## src/mio_consts.svh

```systemverilog
// register map, field positions, reset values and timing counts
// assumes a 200 MHz clock and 32-bit wishbone data
`ifndef MIO_CONSTS_SVH
`define MIO_CONSTS_SVH
`define MIO_CTRL 8'h00
`define MIO_CMD 8'h04
`define MIO_DELAY 8'h08
`define MIO_PWM_PER 8'h0C
`define MIO_FSCALE 8'h10
`define MIO_SPEED 8'h14
`define MIO_FEED 8'h18
`define MIO_OVR 8'h1C
`define MIO_JSTEP 8'h20
`define MIO_JOG 8'h24
`define MIO_MAXRATE 8'h28
`define MIO_HOMESPD 8'h2C
`define MIO_STATUS 8'h30
`define MIO_IRQ_STAT 8'h34
`define MIO_IRQ_CLR 8'h38
`define MIO_IRQ_EN 8'h3C
`define MIO_POS0 8'h40
// control fields
`define MIO_LIM_EN 0
`define MIO_LIM_PIN 4:1
`define MIO_LIM_POL 5
`define MIO_HOME_EN 6
`define MIO_HOME_PIN 10:7
`define MIO_HOME_POL 11
`define MIO_HOME_DIR 15:12
`define MIO_DIR_POL 19:16
`define MIO_RF_EN 20
`define MIO_RF_PIN 24:21
`define MIO_RF_LVL 25
// reset values
`define MIO_CTRL_RST 32'h000F_0000
`define MIO_DELAY_RST 32'h0000_03E8
`define MIO_FSCALE_RST 32'h0000_4E20
`define MIO_OVR_RST 32'h0000_0064
`define MIO_JSTEP_RST 32'h0000_2710
`define MIO_MAXRATE_RST 32'h0000_1770
// timing
`define MIO_CLK_NS 5
`define MIO_CLK_HZ 200000000
`define MIO_US_NS 1000
`define MIO_US_CYC (`MIO_US_NS / `MIO_CLK_NS)
`define MIO_PWM_HZ 3000
`define MIO_PWM_PER_RST (`MIO_CLK_HZ / `MIO_PWM_HZ)
`define MIO_OVR_MAX 100
`endif

```

## src/mio_pkg.sv

```systemverilog
// types shared by the machine i/o block
// assumes nothing beyond the consts header
`default_nettype none
package mio_pkg;
   typedef enum logic [3:0] {
      CMD_NOP, CMD_SPIN_CW, CMD_SPIN_CCW, CMD_SPIN_STOP, CMD_MIST_ON, CMD_FLOOD_ON,
      CMD_COOL_OFF, CMD_RAPID, CMD_LINEAR, CMD_ARC_CW, CMD_ARC_CCW, CMD_PLANE_XY,
      CMD_PLANE_XZ, CMD_PLANE_YZ, CMD_HOME, CMD_HALT
   } mio_cmd_t;
   typedef enum logic [1:0] {ST_IDLE, ST_BREAK, ST_MAKE, ST_WAIT} mio_state_t;
   typedef enum logic [2:0] {MD_IDLE, MD_RAPID, MD_LINEAR, MD_ARC_CW, MD_ARC_CCW,
      MD_HOME} mio_mode_t;
   typedef enum logic [1:0] {PL_XY, PL_XZ, PL_YZ} mio_plane_t;
endpackage
`default_nettype wire

```

## src/mio_top.sv

```systemverilog
// machine i/o: switches, spindle/coolant sequencing, spindle pwm, motion state
// assumes a classic wishbone master and synchronous switch inputs
`include "mio_consts.svh"
`default_nettype none
// Function
// limit input: enable, pin 1-16, polarity
// home input: enable, pin, polarity, direction, speed
// clockwise: drop ccw first, then raise cw
// counter-clockwise: drop cw first, then raise ccw
// spindle stop drops both spindle outputs
// mist or flood raises only its own output
// coolant off drops mist and flood
// wait configured delay after switching on
// spindle pwm always on output sixteen
// pwm duty equals speed over full scale
// reset indicator drives configured pin and level; a pin 16 setting drives nothing, output sixteen stays pwm
// feed override 1-100 percent, overspeed 133.33
// jog key adds or subtracts selected step
// rapid uses max rate, ignores feed word
// linear uses feed rate, stays modal
// arcs cw/ccw, radius or centre; plane select
// direction polarity one means high forward
// spindle, coolant, pwm inactive after reset
module mio_top #(
   parameter int NAXES = 4
) (
   input wire logic clk_i,
   input wire logic rst_i,
   input wire logic cyc_i,
   input wire logic stb_i,
   input wire logic we_i,
   input wire logic [7:0] adr_i,
   input wire logic [3:0] sel_i,
   input wire logic [31:0] dat_i,
   output logic [31:0] dat_o,
   output logic ack_o,
   input wire logic [15:0] in_i,
   input wire logic reset_ind_i,
   output logic [15:0] out_o,
   output logic spindle_cw_o,
   output logic spindle_ccw_o,
   output logic mist_o,
   output logic flood_o,
   output logic [NAXES-1:0] dir_o,
   output logic [15:0] rate_o,
   output logic irq_o
);
   // picks pin idx (0 means pin 1) and tests active level
   function automatic logic pin_hit(input logic [15:0] v, input logic [3:0] idx,
      input logic pol);
      pin_hit = v[idx] ~^ pol;
   endfunction
   logic [31:0] ctrl_reg, ctrl_next, dly_reg, dly_next, per_reg, per_next;
   logic [31:0] fs_reg, fs_next, spd_reg, spd_next, feed_reg, feed_next;
   logic [31:0] ovr_reg, ovr_next, jstep_reg, jstep_next, max_reg, max_next;
   logic [31:0] hspd_reg, hspd_next;
   logic [2:0] ist_reg, ist_next, ien_reg, ien_next;
   logic [31:0] pos_reg [NAXES], pos_next [NAXES];
   logic [NAXES-1:0] fwd_reg, fwd_next;
   logic ack_reg, ack_next;
   logic [31:0] dat_reg, dat_next;
   logic req, wr, cmd_wr;
   logic [31:0] wmask, rd;
   mio_pkg::mio_state_t st_reg, st_next;
   mio_pkg::mio_cmd_t cmd_reg, cmd_next;
   mio_pkg::mio_mode_t mode_reg, mode_next;
   mio_pkg::mio_plane_t plane_reg, plane_next;
   logic radius_reg, radius_next;
   logic cw_reg, cw_next, ccw_reg, ccw_next, mist_reg, mist_next, fl_reg, fl_next;
   logic [31:0] dcnt_reg, dcnt_next;
   logic [7:0] us_reg, us_next;
   logic busy, done_ev;
   logic lim_act, home_act, lim_q_reg, home_q_reg;
   logic [31:0] pcnt_reg, pcnt_next;
   logic pwm_reg, pwm_next;
   logic [15:0] rate_reg, rate_next;
   logic [31:0] scaled, cap;
   logic [6:0] pct;
   assign req = cyc_i & stb_i & ~ack_reg;
   assign wr = req & we_i;
   assign wmask = {{8{sel_i[3]}}, {8{sel_i[2]}}, {8{sel_i[1]}}, {8{sel_i[0]}}};
   assign busy = (st_reg != mio_pkg::ST_IDLE);
   assign cmd_wr = wr & (adr_i == `MIO_CMD) & sel_i[0] & ~busy;
   // register file and jog
   always_comb begin
      ctrl_next = ctrl_reg;
      dly_next = dly_reg;
      per_next = per_reg;
      fs_next = fs_reg;
      spd_next = spd_reg;
      feed_next = feed_reg;
      ovr_next = ovr_reg;
      jstep_next = jstep_reg;
      max_next = max_reg;
      hspd_next = hspd_reg;
      ien_next = ien_reg;
      fwd_next = fwd_reg;
      pos_next = pos_reg;
      if (wr) begin
         unique case (adr_i)
            `MIO_CTRL: ctrl_next = (ctrl_reg & ~wmask) | (dat_i & wmask);
            `MIO_DELAY: dly_next = (dly_reg & ~wmask) | (dat_i & wmask);
            `MIO_PWM_PER: per_next = (per_reg & ~wmask) | (dat_i & wmask);
            `MIO_FSCALE: fs_next = (fs_reg & ~wmask) | (dat_i & wmask);
            `MIO_SPEED: spd_next = (spd_reg & ~wmask) | (dat_i & wmask);
            `MIO_FEED: feed_next = (feed_reg & ~wmask) | (dat_i & wmask);
            `MIO_OVR: ovr_next = (ovr_reg & ~wmask) | (dat_i & wmask);
            `MIO_JSTEP: jstep_next = (jstep_reg & ~wmask) | (dat_i & wmask);
            `MIO_MAXRATE: max_next = (max_reg & ~wmask) | (dat_i & wmask);
            `MIO_HOMESPD: hspd_next = (hspd_reg & ~wmask) | (dat_i & wmask);
            `MIO_IRQ_EN: ien_next = sel_i[0] ? dat_i[2:0] : ien_reg;
            `MIO_JOG: begin
               if (sel_i[0] && 32'(dat_i[1:0]) < NAXES) begin
                  fwd_next[dat_i[1:0]] = ~dat_i[2];
                  pos_next[dat_i[1:0]] = dat_i[2] ? pos_reg[dat_i[1:0]] - jstep_reg
                     : pos_reg[dat_i[1:0]] + jstep_reg;
               end
            end
            default: ;
         endcase
      end
   end
   // read mux
   always_comb begin
      rd = 32'h0000_0000;
      unique case (adr_i)
         `MIO_CTRL: rd = ctrl_reg;
         `MIO_DELAY: rd = dly_reg;
         `MIO_PWM_PER: rd = per_reg;
         `MIO_FSCALE: rd = fs_reg;
         `MIO_SPEED: rd = spd_reg;
         `MIO_FEED: rd = feed_reg;
         `MIO_OVR: rd = ovr_reg;
         `MIO_JSTEP: rd = jstep_reg;
         `MIO_MAXRATE: rd = max_reg;
         `MIO_HOMESPD: rd = hspd_reg;
         `MIO_STATUS: rd = {14'h0000, fwd_reg[3:0] & 4'(fwd_reg), plane_reg, radius_reg,
            mode_reg, home_act, lim_act, busy, pwm_reg, fl_reg, mist_reg, ccw_reg, cw_reg};
         `MIO_IRQ_STAT: rd = {29'h0000_0000, ist_reg};
         `MIO_IRQ_EN: rd = {29'h0000_0000, ien_reg};
         default: begin
            if (adr_i >= `MIO_POS0 && 32'(adr_i - `MIO_POS0) < 4 * NAXES)
               rd = pos_reg[adr_i[3:2]];
         end
      endcase
      ack_next = req;
      dat_next = req && !we_i ? rd : 32'h0000_0000;
   end
   // spindle and coolant sequencer
   always_comb begin
      st_next = st_reg;
      cmd_next = cmd_reg;
      mode_next = mode_reg;
      plane_next = plane_reg;
      radius_next = radius_reg;
      cw_next = cw_reg;
      ccw_next = ccw_reg;
      mist_next = mist_reg;
      fl_next = fl_reg;
      dcnt_next = dcnt_reg;
      us_next = us_reg;
      done_ev = 1'b0;
      unique case (st_reg)
         mio_pkg::ST_IDLE: begin
            if (cmd_wr) begin
               cmd_next = mio_pkg::mio_cmd_t'(dat_i[3:0]);
               unique case (mio_pkg::mio_cmd_t'(dat_i[3:0]))
                  mio_pkg::CMD_SPIN_CW, mio_pkg::CMD_SPIN_CCW: st_next = mio_pkg::ST_BREAK;
                  mio_pkg::CMD_MIST_ON, mio_pkg::CMD_FLOOD_ON: st_next = mio_pkg::ST_MAKE;
                  mio_pkg::CMD_SPIN_STOP: begin
                     cw_next = 1'b0;
                     ccw_next = 1'b0;
                  end
                  mio_pkg::CMD_COOL_OFF: begin
                     mist_next = 1'b0;
                     fl_next = 1'b0;
                  end
                  mio_pkg::CMD_RAPID: mode_next = mio_pkg::MD_RAPID;
                  mio_pkg::CMD_LINEAR: mode_next = mio_pkg::MD_LINEAR;
                  mio_pkg::CMD_ARC_CW, mio_pkg::CMD_ARC_CCW: begin
                     mode_next = dat_i[3:0] == 4'(mio_pkg::CMD_ARC_CW) ? mio_pkg::MD_ARC_CW
                        : mio_pkg::MD_ARC_CCW;
                     radius_next = dat_i[4];
                  end
                  mio_pkg::CMD_PLANE_XY: plane_next = mio_pkg::PL_XY;
                  mio_pkg::CMD_PLANE_XZ: plane_next = mio_pkg::PL_XZ;
                  mio_pkg::CMD_PLANE_YZ: plane_next = mio_pkg::PL_YZ;
                  mio_pkg::CMD_HOME: mode_next = mio_pkg::MD_HOME;
                  mio_pkg::CMD_HALT: mode_next = mio_pkg::MD_IDLE;
                  mio_pkg::CMD_NOP: ;
               endcase
            end
            if (mode_reg == mio_pkg::MD_HOME && home_act)
               mode_next = mio_pkg::MD_IDLE;
         end
         mio_pkg::ST_BREAK: begin
            if (cmd_reg == mio_pkg::CMD_SPIN_CW) ccw_next = 1'b0;
            else cw_next = 1'b0;
            st_next = mio_pkg::ST_MAKE;
         end
         mio_pkg::ST_MAKE: begin
            unique case (cmd_reg)
               mio_pkg::CMD_SPIN_CW: cw_next = 1'b1;
               mio_pkg::CMD_SPIN_CCW: ccw_next = 1'b1;
               mio_pkg::CMD_MIST_ON: mist_next = 1'b1;
               default: fl_next = 1'b1;
            endcase
            dcnt_next = dly_reg;
            us_next = 8'h00;
            st_next = mio_pkg::ST_WAIT;
         end
         mio_pkg::ST_WAIT: begin
            if (dcnt_reg == 32'h0000_0000) begin
               st_next = mio_pkg::ST_IDLE;
               done_ev = 1'b1;
            end else if (us_reg == 8'(`MIO_US_CYC - 1)) begin
               us_next = 8'h00;
               dcnt_next = dcnt_reg - 32'h0000_0001;
            end else begin
               us_next = us_reg + 8'h01;
            end
         end
      endcase
   end

   // switches, override, pwm, interrupts
   assign lim_act = ctrl_reg[`MIO_LIM_EN]
      & pin_hit(in_i, ctrl_reg[`MIO_LIM_PIN], ctrl_reg[`MIO_LIM_POL]);
   assign home_act = ctrl_reg[`MIO_HOME_EN]
      & pin_hit(in_i, ctrl_reg[`MIO_HOME_PIN], ctrl_reg[`MIO_HOME_POL]);
   always_comb begin
      pct = ovr_reg[6:0] == 7'h00 ? 7'h01 : ovr_reg[6:0] > 7'(`MIO_OVR_MAX) ?
         7'(`MIO_OVR_MAX) : ovr_reg[6:0];
      scaled = 32'((feed_reg[15:0] * pct) / `MIO_OVR_MAX);
      cap = ovr_reg[7] ? 32'((max_reg[15:0] * 17'd4) / 3) : {16'h0000, max_reg[15:0]};
      unique case (mode_reg)
         mio_pkg::MD_IDLE: rate_next = 16'h0000;
         mio_pkg::MD_RAPID: rate_next = max_reg[15:0];
         mio_pkg::MD_HOME: rate_next = hspd_reg[15:0];
         default: rate_next = 16'(scaled > cap ? cap : scaled);
      endcase
      if (lim_act) rate_next = 16'h0000;
      pcnt_next = pcnt_reg + 32'h0000_0001 >= per_reg ? 32'h0000_0000
         : pcnt_reg + 32'h0000_0001;
      pwm_next = (cw_reg | ccw_reg)
         & (48'(pcnt_reg) * 48'(fs_reg[15:0]) < 48'(spd_reg[15:0]) * 48'(per_reg));
      ist_next = (ist_reg & ~(wr && adr_i == `MIO_IRQ_CLR && sel_i[0] ? dat_i[2:0] : 3'h0))
         | {done_ev, home_act & ~home_q_reg, lim_act & ~lim_q_reg};
   end

   // outputs
   always_comb begin
      out_o = 16'h0000;
      if (ctrl_reg[`MIO_RF_EN] && reset_ind_i && ctrl_reg[`MIO_RF_PIN] != 4'hF)
         out_o[ctrl_reg[`MIO_RF_PIN]] = ctrl_reg[`MIO_RF_LVL];
      out_o[15] = pwm_reg;
   end
   for (genvar g = 0; g < NAXES; g++) begin : g_dir
      assign dir_o[g] = (mode_reg == mio_pkg::MD_HOME ? ctrl_reg[12 + (g % 4)] : fwd_reg[g])
         ~^ ctrl_reg[16 + (g % 4)];
   end
   assign spindle_cw_o = cw_reg;
   assign spindle_ccw_o = ccw_reg;
   assign mist_o = mist_reg;
   assign flood_o = fl_reg;
   assign rate_o = rate_reg;
   assign dat_o = dat_reg;
   assign ack_o = ack_reg;
   assign irq_o = |(ist_reg & ien_reg);

   always_ff @(posedge clk_i) begin
      if (rst_i) begin
         ctrl_reg <= `MIO_CTRL_RST;
         dly_reg <= `MIO_DELAY_RST;
         per_reg <= `MIO_PWM_PER_RST;
         fs_reg <= `MIO_FSCALE_RST;
         spd_reg <= 32'h0000_0000;
         feed_reg <= 32'h0000_0000;
         ovr_reg <= `MIO_OVR_RST;
         jstep_reg <= `MIO_JSTEP_RST;
         max_reg <= `MIO_MAXRATE_RST;
         hspd_reg <= 32'h0000_0000;
         ien_reg <= 3'h0;
         ist_reg <= 3'h0;
         fwd_reg <= '1;
         for (int i = 0; i < NAXES; i++) pos_reg[i] <= 32'h0000_0000;
         ack_reg <= 1'b0;
         dat_reg <= 32'h0000_0000;
         st_reg <= mio_pkg::ST_IDLE;
         cmd_reg <= mio_pkg::CMD_NOP;
         mode_reg <= mio_pkg::MD_IDLE;
         plane_reg <= mio_pkg::PL_XY;
         radius_reg <= 1'b0;
         cw_reg <= 1'b0;
         ccw_reg <= 1'b0;
         mist_reg <= 1'b0;
         fl_reg <= 1'b0;
         dcnt_reg <= 32'h0000_0000;
         us_reg <= 8'h00;
         lim_q_reg <= 1'b0;
         home_q_reg <= 1'b0;
         pcnt_reg <= 32'h0000_0000;
         pwm_reg <= 1'b0;
         rate_reg <= 16'h0000;
      end else begin
         ctrl_reg <= ctrl_next;
         dly_reg <= dly_next;
         per_reg <= per_next;
         fs_reg <= fs_next;
         spd_reg <= spd_next;
         feed_reg <= feed_next;
         ovr_reg <= ovr_next;
         jstep_reg <= jstep_next;
         max_reg <= max_next;
         hspd_reg <= hspd_next;
         ien_reg <= ien_next;
         ist_reg <= ist_next;
         fwd_reg <= fwd_next;
         pos_reg <= pos_next;
         ack_reg <= ack_next;
         dat_reg <= dat_next;
         st_reg <= st_next;
         cmd_reg <= cmd_next;
         mode_reg <= mode_next;
         plane_reg <= plane_next;
         radius_reg <= radius_next;
         cw_reg <= cw_next;
         ccw_reg <= ccw_next;
         mist_reg <= mist_next;
         fl_reg <= fl_next;
         dcnt_reg <= dcnt_next;
         us_reg <= us_next;
         lim_q_reg <= lim_act;
         home_q_reg <= home_act;
         pcnt_reg <= pcnt_next;
         pwm_reg <= pwm_next;
         rate_reg <= rate_next;
      end
   end

   // checks
   spin_excl_a: assert property (@(posedge clk_i) disable iff (rst_i) !(cw_reg && ccw_reg))
      else $error("both spindle outputs on");
   cw_order_a: assert property (@(posedge clk_i) disable iff (rst_i)
      $rose(cw_reg) |-> $past(!ccw_reg) && !ccw_reg) else $error("cw raised before ccw drop");
   ccw_order_a: assert property (@(posedge clk_i) disable iff (rst_i)
      $rose(ccw_reg) |-> $past(!cw_reg) && !cw_reg) else $error("ccw raised before cw drop");
   spin_stop_a: assert property (@(posedge clk_i) disable iff (rst_i)
      cmd_wr && dat_i[3:0] == 4'(mio_pkg::CMD_SPIN_STOP) |=> !cw_reg && !ccw_reg)
      else $error("stop left spindle on");
   mist_keep_a: assert property (@(posedge clk_i) disable iff (rst_i)
      $rose(fl_reg) |-> $stable(mist_reg)) else $error("flood changed mist");
   cool_off_a: assert property (@(posedge clk_i) disable iff (rst_i)
      cmd_wr && dat_i[3:0] == 4'(mio_pkg::CMD_COOL_OFF) |=> !mist_reg && !fl_reg)
      else $error("coolant off failed");
   delay_hold_a: assert property (@(posedge clk_i) disable iff (rst_i)
      $rose(cw_reg) && dly_reg != 0 |-> busy [*3]) else $error("delay skipped");
   pwm_pin_a: assert property (@(posedge clk_i) disable iff (rst_i)
      out_o[15] == pwm_reg) else $error("pwm not on output sixteen");
   pwm_off_a: assert property (@(posedge clk_i) disable iff (rst_i)
      !cw_reg && !ccw_reg |=> !pwm_reg) else $error("pwm with spindle off");
   rst_follow_a: assert property (@(posedge clk_i) disable iff (rst_i)
      ctrl_reg[`MIO_RF_EN] && reset_ind_i && ctrl_reg[`MIO_RF_PIN] != 4'hF
      |-> out_o[ctrl_reg[`MIO_RF_PIN]] == ctrl_reg[`MIO_RF_LVL]) else $error("reset pin wrong");
   rapid_rate_a: assert property (@(posedge clk_i) disable iff (rst_i)
      mode_reg == mio_pkg::MD_RAPID && !lim_act |=> rate_reg == $past(max_reg[15:0]))
      else $error("rapid rate wrong");
endmodule
`default_nettype wire

```

## config.mk

```make
export PLATFORM = sky130hd
export DESIGN_NAME = mio_top
export DESIGN_NICKNAME = d
export VERILOG_FILES = /design/src/mio_pkg.sv /design/src/mio_top.sv
export VERILOG_INCLUDE_DIRS = /design/src
export SDC_FILE = /design/constraint.sdc
export NUM_CORES = 2
export LEC_CHECK = 0
export BUFFER_PORTS_ARGS = -buffer_cell sky130_fd_sc_hd__clkbuf_2
export CAP_MARGIN = 25
export CORE_ASPECT_RATIO = 0.6
export CORE_MARGIN = 5
export CORE_UTILIZATION = 35
export DETAILED_ROUTE_END_ITERATION = 6
export PLACE_DENSITY = 0.51
export SLEW_MARGIN = 25
export SYNTH_ARGS = -nofsm -noshare
export SYNTH_HDL_FRONTEND = slang
export SYNTH_SLANG_ARGS = --single-unit
```

## constraint.sdc

```tcl
create_clock -name clk_i -period 15.7 [get_ports clk_i]
set_input_delay 3.14 -clock clk_i [delete_from_list [all_inputs] [get_ports clk_i]]
set_output_delay 3.14 -clock clk_i [all_outputs]
set_load 0.005 [all_outputs]
```

==> results.json <==
{
  "slowest_delay_ns": 0.56,
  "rsz0062_at_grt": "true",
  "seq_power_share_pct": 43.3,
  "grt_pass1_vias": 60570,
  "cts-root-buf": "clkbuf_16",
  "die_height_um": 354.9,
  "start_util_pct": 35.25,
  "synth_edf_count": 0,
  "overflow": 0,
  "pre_cts_slack_ns": -1.010,
  "core-area_um2": 196900,
  "synth.net_count": 9970,
  "syn_inst": 8580,
  "final_util_pct": 40.01,
  "violations": "setup timing",
  "cts_sinks": 598,
  "layout_commonest_cell": "nand2_1",
  "multiInputGateArea_um2": 52530,
  "criticalPathCategory": "reg2reg",
  "p_leak_uw": 0.03474,
  "p_switching_uw": 1095,
  "drt_wl_total_um": 244800,
  "die-area_um2": 207600,
  "setup_violations": 16,
  "synth_cell_types": 126,
  "layout-drive-gt1-share_pct": 12.62,
  "ys_seq_area_share_pct": 17.25,
  "fin_skew_ns": 0.01968,
  "synth_flop_cell": "dfxtp_1",
  "synth.cell_area_um2": 69410,
  "slew_headroom_pct": 30.79,
  "status": "finished, violations left",
  "max-cap-violations": 0,
  "viasPerCell": 5.362,
  "clkLatencyLatePin_ns": 0.67,
  "clockBufferDepth": 3,
  "worstSetupStartpointType": "flop",
  "sw_frac_of_total_pct": 30.07,
  "worst_slew_pin_slew_ns": 1.034,
  "worstPathRequired_ns": 16.28,
  "grt_busiest_layer": "met1",
  "crit_arrival_ns": 16.96,
  "fp.dieW_um": 584.9,
  "portBuffers": 139,
  "holdPathStages": 2,
  "grt_max_degree": 149,
  "io_pins": 140,
  "path_buf_inv": 13,
  "grt_use_met2_pct": 32.67,
  "cts_buffers": 61,
  "critPathTopFamily": "compound AO/OA/AOI/OAI gates",
  "yosys_warnings": 0,
  "power.total_uw": 3643,
  "use_met1_pct": 36.61,
  "cp_common_cell": "buf_4",
  "antenna_found_initial": 21,
  "fin_ws_ns": -0.6855,
  "combPwrFrac_pct": 14.9,
  "vias": 61490,
  "path_clk_slew_ns": 0.08,
  "min_path_type": "reg2reg",
  "synth_area_per_cell_um2": 8.090,
  "hpwl_um": 189700,
  "fin_crit_sh_pct": 104.4,
  "finalMaxSlewViolations": 0,
  "crit_fanout": 8,
  "fill_cells": 19980,
  "cts_tree": "yes",
  "htreeDepth": 2,
  "reg2reg_depth": 76,
  "nets": 10170,
  "clkPwrFrac_pct": 41.8,
  "grt_use_met3_pct": 4.341,
  "fin_hold_ws_ns": 0.4551,
  "async_flop_share_pct": 0,
  "drtIter0Drc": 5595,
  "first_pass_iters": 7,
  "grt_pass1_wl_um": 377800,
  "row_count": 126,
  "synth_seq_cells": 598,
  "gp_congestion": 0.8914,
  "drc": 0,
  "peakVddDrop_mv": 0.09789,
  "crit_cells": 76,
  "syn_to_final_growth_pct": 13.51,
  "min_period_ns": 16.39,
  "power.density_nw_per_um2": 46.24,
  "p_int_uw": 2548,
  "grt.total_usage_pct": 23.23,
  "wl_per_cell_um": 21.35,
  "finalHoldViolCount": 0,
  "layout_common_cells": "1853 x nand2_1, 1059 x inv_1, 905 x fa_1",
  "fmax_mhz": 61.03,
  "cp_slowest_cell": "or4b_4",
  "ff_latch_area_um2": 11980,
  "ant_nets": 0,
  "end_kind": "flop"
}
[final cells by class]
type | instances | area share, %
Antenna cell | 11 | 0.03494
Clock buffer | 90 | 2.306
Clock inverter | 23 | 0.2605
Inverter | 1065 | 5.077
Multi-Input combinational cell | 6384 | 66.68
Sequential cell | 598 | 15.21
Tap cell | 2624 | 4.167
Timing Repair Buffer | 673 | 6.272
[power groups by stage]
stage | Clock (µW) | Sequential [µW] | Combinational, µW
2_1_floorplan | 0 | 1600 | 362
3_3_place_gp | 0 | 1610 | 522
3_5_place_dp | 0 | 1610 | 528
4_1_cts | 1540 | 1580 | 533
5_1_grt | 1610 | 1580 | 594
6_report | 1520 | 1580 | 544
[cell families after synthesis]
| kind of cell | Yosys count | synth area share [%] |
|---|---|---|
| compound gates | 1528 | 14.08 |
| xor+xnor | 214 | 2.738 |
| fa+ha+maj | 1325 | 33.68 |
| buf+inv | 1598 | 8.707 |
| flops | 598 | 17.25 |
| mux | 120 | 3.128 |
| simple gates | 3197 | 20.42 |
[cell usage after synthesis (9+ instances only)]
cell type | number | area share (%)
a31oi_1 | 52 | 0.47
nor2b_1 | 70 | 0.63
mux2i_1 | 30 | 0.43
o22ai_1 | 21 | 0.19
o21a_1 | 18 | 0.19
a211o_1 | 9 | 0.11
nor3_1 | 79 | 0.57
or2_2 | 16 | 0.14
a221oi_1 | 88 | 1.1
inv_1 | 1062 | 5.7
o31ai_1 | 16 | 0.17
a211oi_1 | 51 | 0.55
and3_1 | 48 | 0.43
buf_1 | 31 | 0.17
and2_1 | 344 | 3.1
nor3b_1 | 11 | 0.12
xor2_1 | 57 | 0.72
ha_1 | 418 | 7.5
xnor2_1 | 155 | 2.0
nand2_1 | 1859 | 10
a22o_1 | 50 | 0.63
nor2_1 | 448 | 2.4
a21boi_0 | 25 | 0.27
a22oi_1 | 24 | 0.26
dfxtp_1 | 598 | 17
clkbuf_1 | 490 | 2.6
o21ai_1 | 17 | 0.12
fa_1 | 906 | 26
a21o_1 | 36 | 0.39
o21ai_0 | 238 | 1.7
o21bai_1 | 23 | 0.25
nand3_1 | 107 | 0.77
a222oi_1 | 32 | 0.46
nor4_1 | 26 | 0.23
mux4_2 | 74 | 2.4
mux2_2 | 11 | 0.18
nand4_1 | 41 | 0.37
a21oi_1 | 654 | 4.7
o211ai_1 | 41 | 0.44
nand2b_1 | 59 | 0.53
and4_1 | 10 | 0.13
or3_1 | 26 | 0.23
[worst paths after layout]
path | slack (ns) | endpoint | from
worst max-delay path | -0.69 | rate_o[0] | flop
worst min-delay path | 0.46 | flop | flop
worst max register to register | -0.69 | rate_o[0] | flop
worst min register to register | 0.46 | flop | flop
[worst register-to-register path: cells and delay by family, from the launching register on]
kind | cells | cell delay [ns]
AO/OA/AOI/OAI | 30 | 5.75
AND/OR/NAND/NOR | 22 | 4.72
adder cells (fa/ha/maj) | 6 | 2.38
buffers and inverters | 13 | 1.60
multiplexers | 3 | 1.12
XOR/XNOR | 2 | 0.38
flip-flops | 1 | 0.35
[through the flow]
stage,cell area [µm²],instances,setup TNS (ns)
after floorplan,69590,8580,-0.07161
after global placement,75200,11280,-16.89
after detailed placement,75250,11290,-15.05
after CTS,78310,11440,-6.641
after global routing,78760,11460,-21.35
final,78780,11470,-9.804
[what timing repair did]
item                                    in CTS  in global routing
endpoints found under the setup margin      16                 16
hold buffers                                 0                  0
endpoints found under the hold margin        0                  0
pin swaps                                   90                 45
buffers inserted                            38                 19
resized for setup                          142                 61
cloned                                       4                  0
[metal layers]
metal,vias up,routed length [µm]
met5,-,64
li1,28210,-
met1,30720,121600
met3,300,20360
met2,2255,97490
met4,8,5271
(Power assumes the default switching activity.)
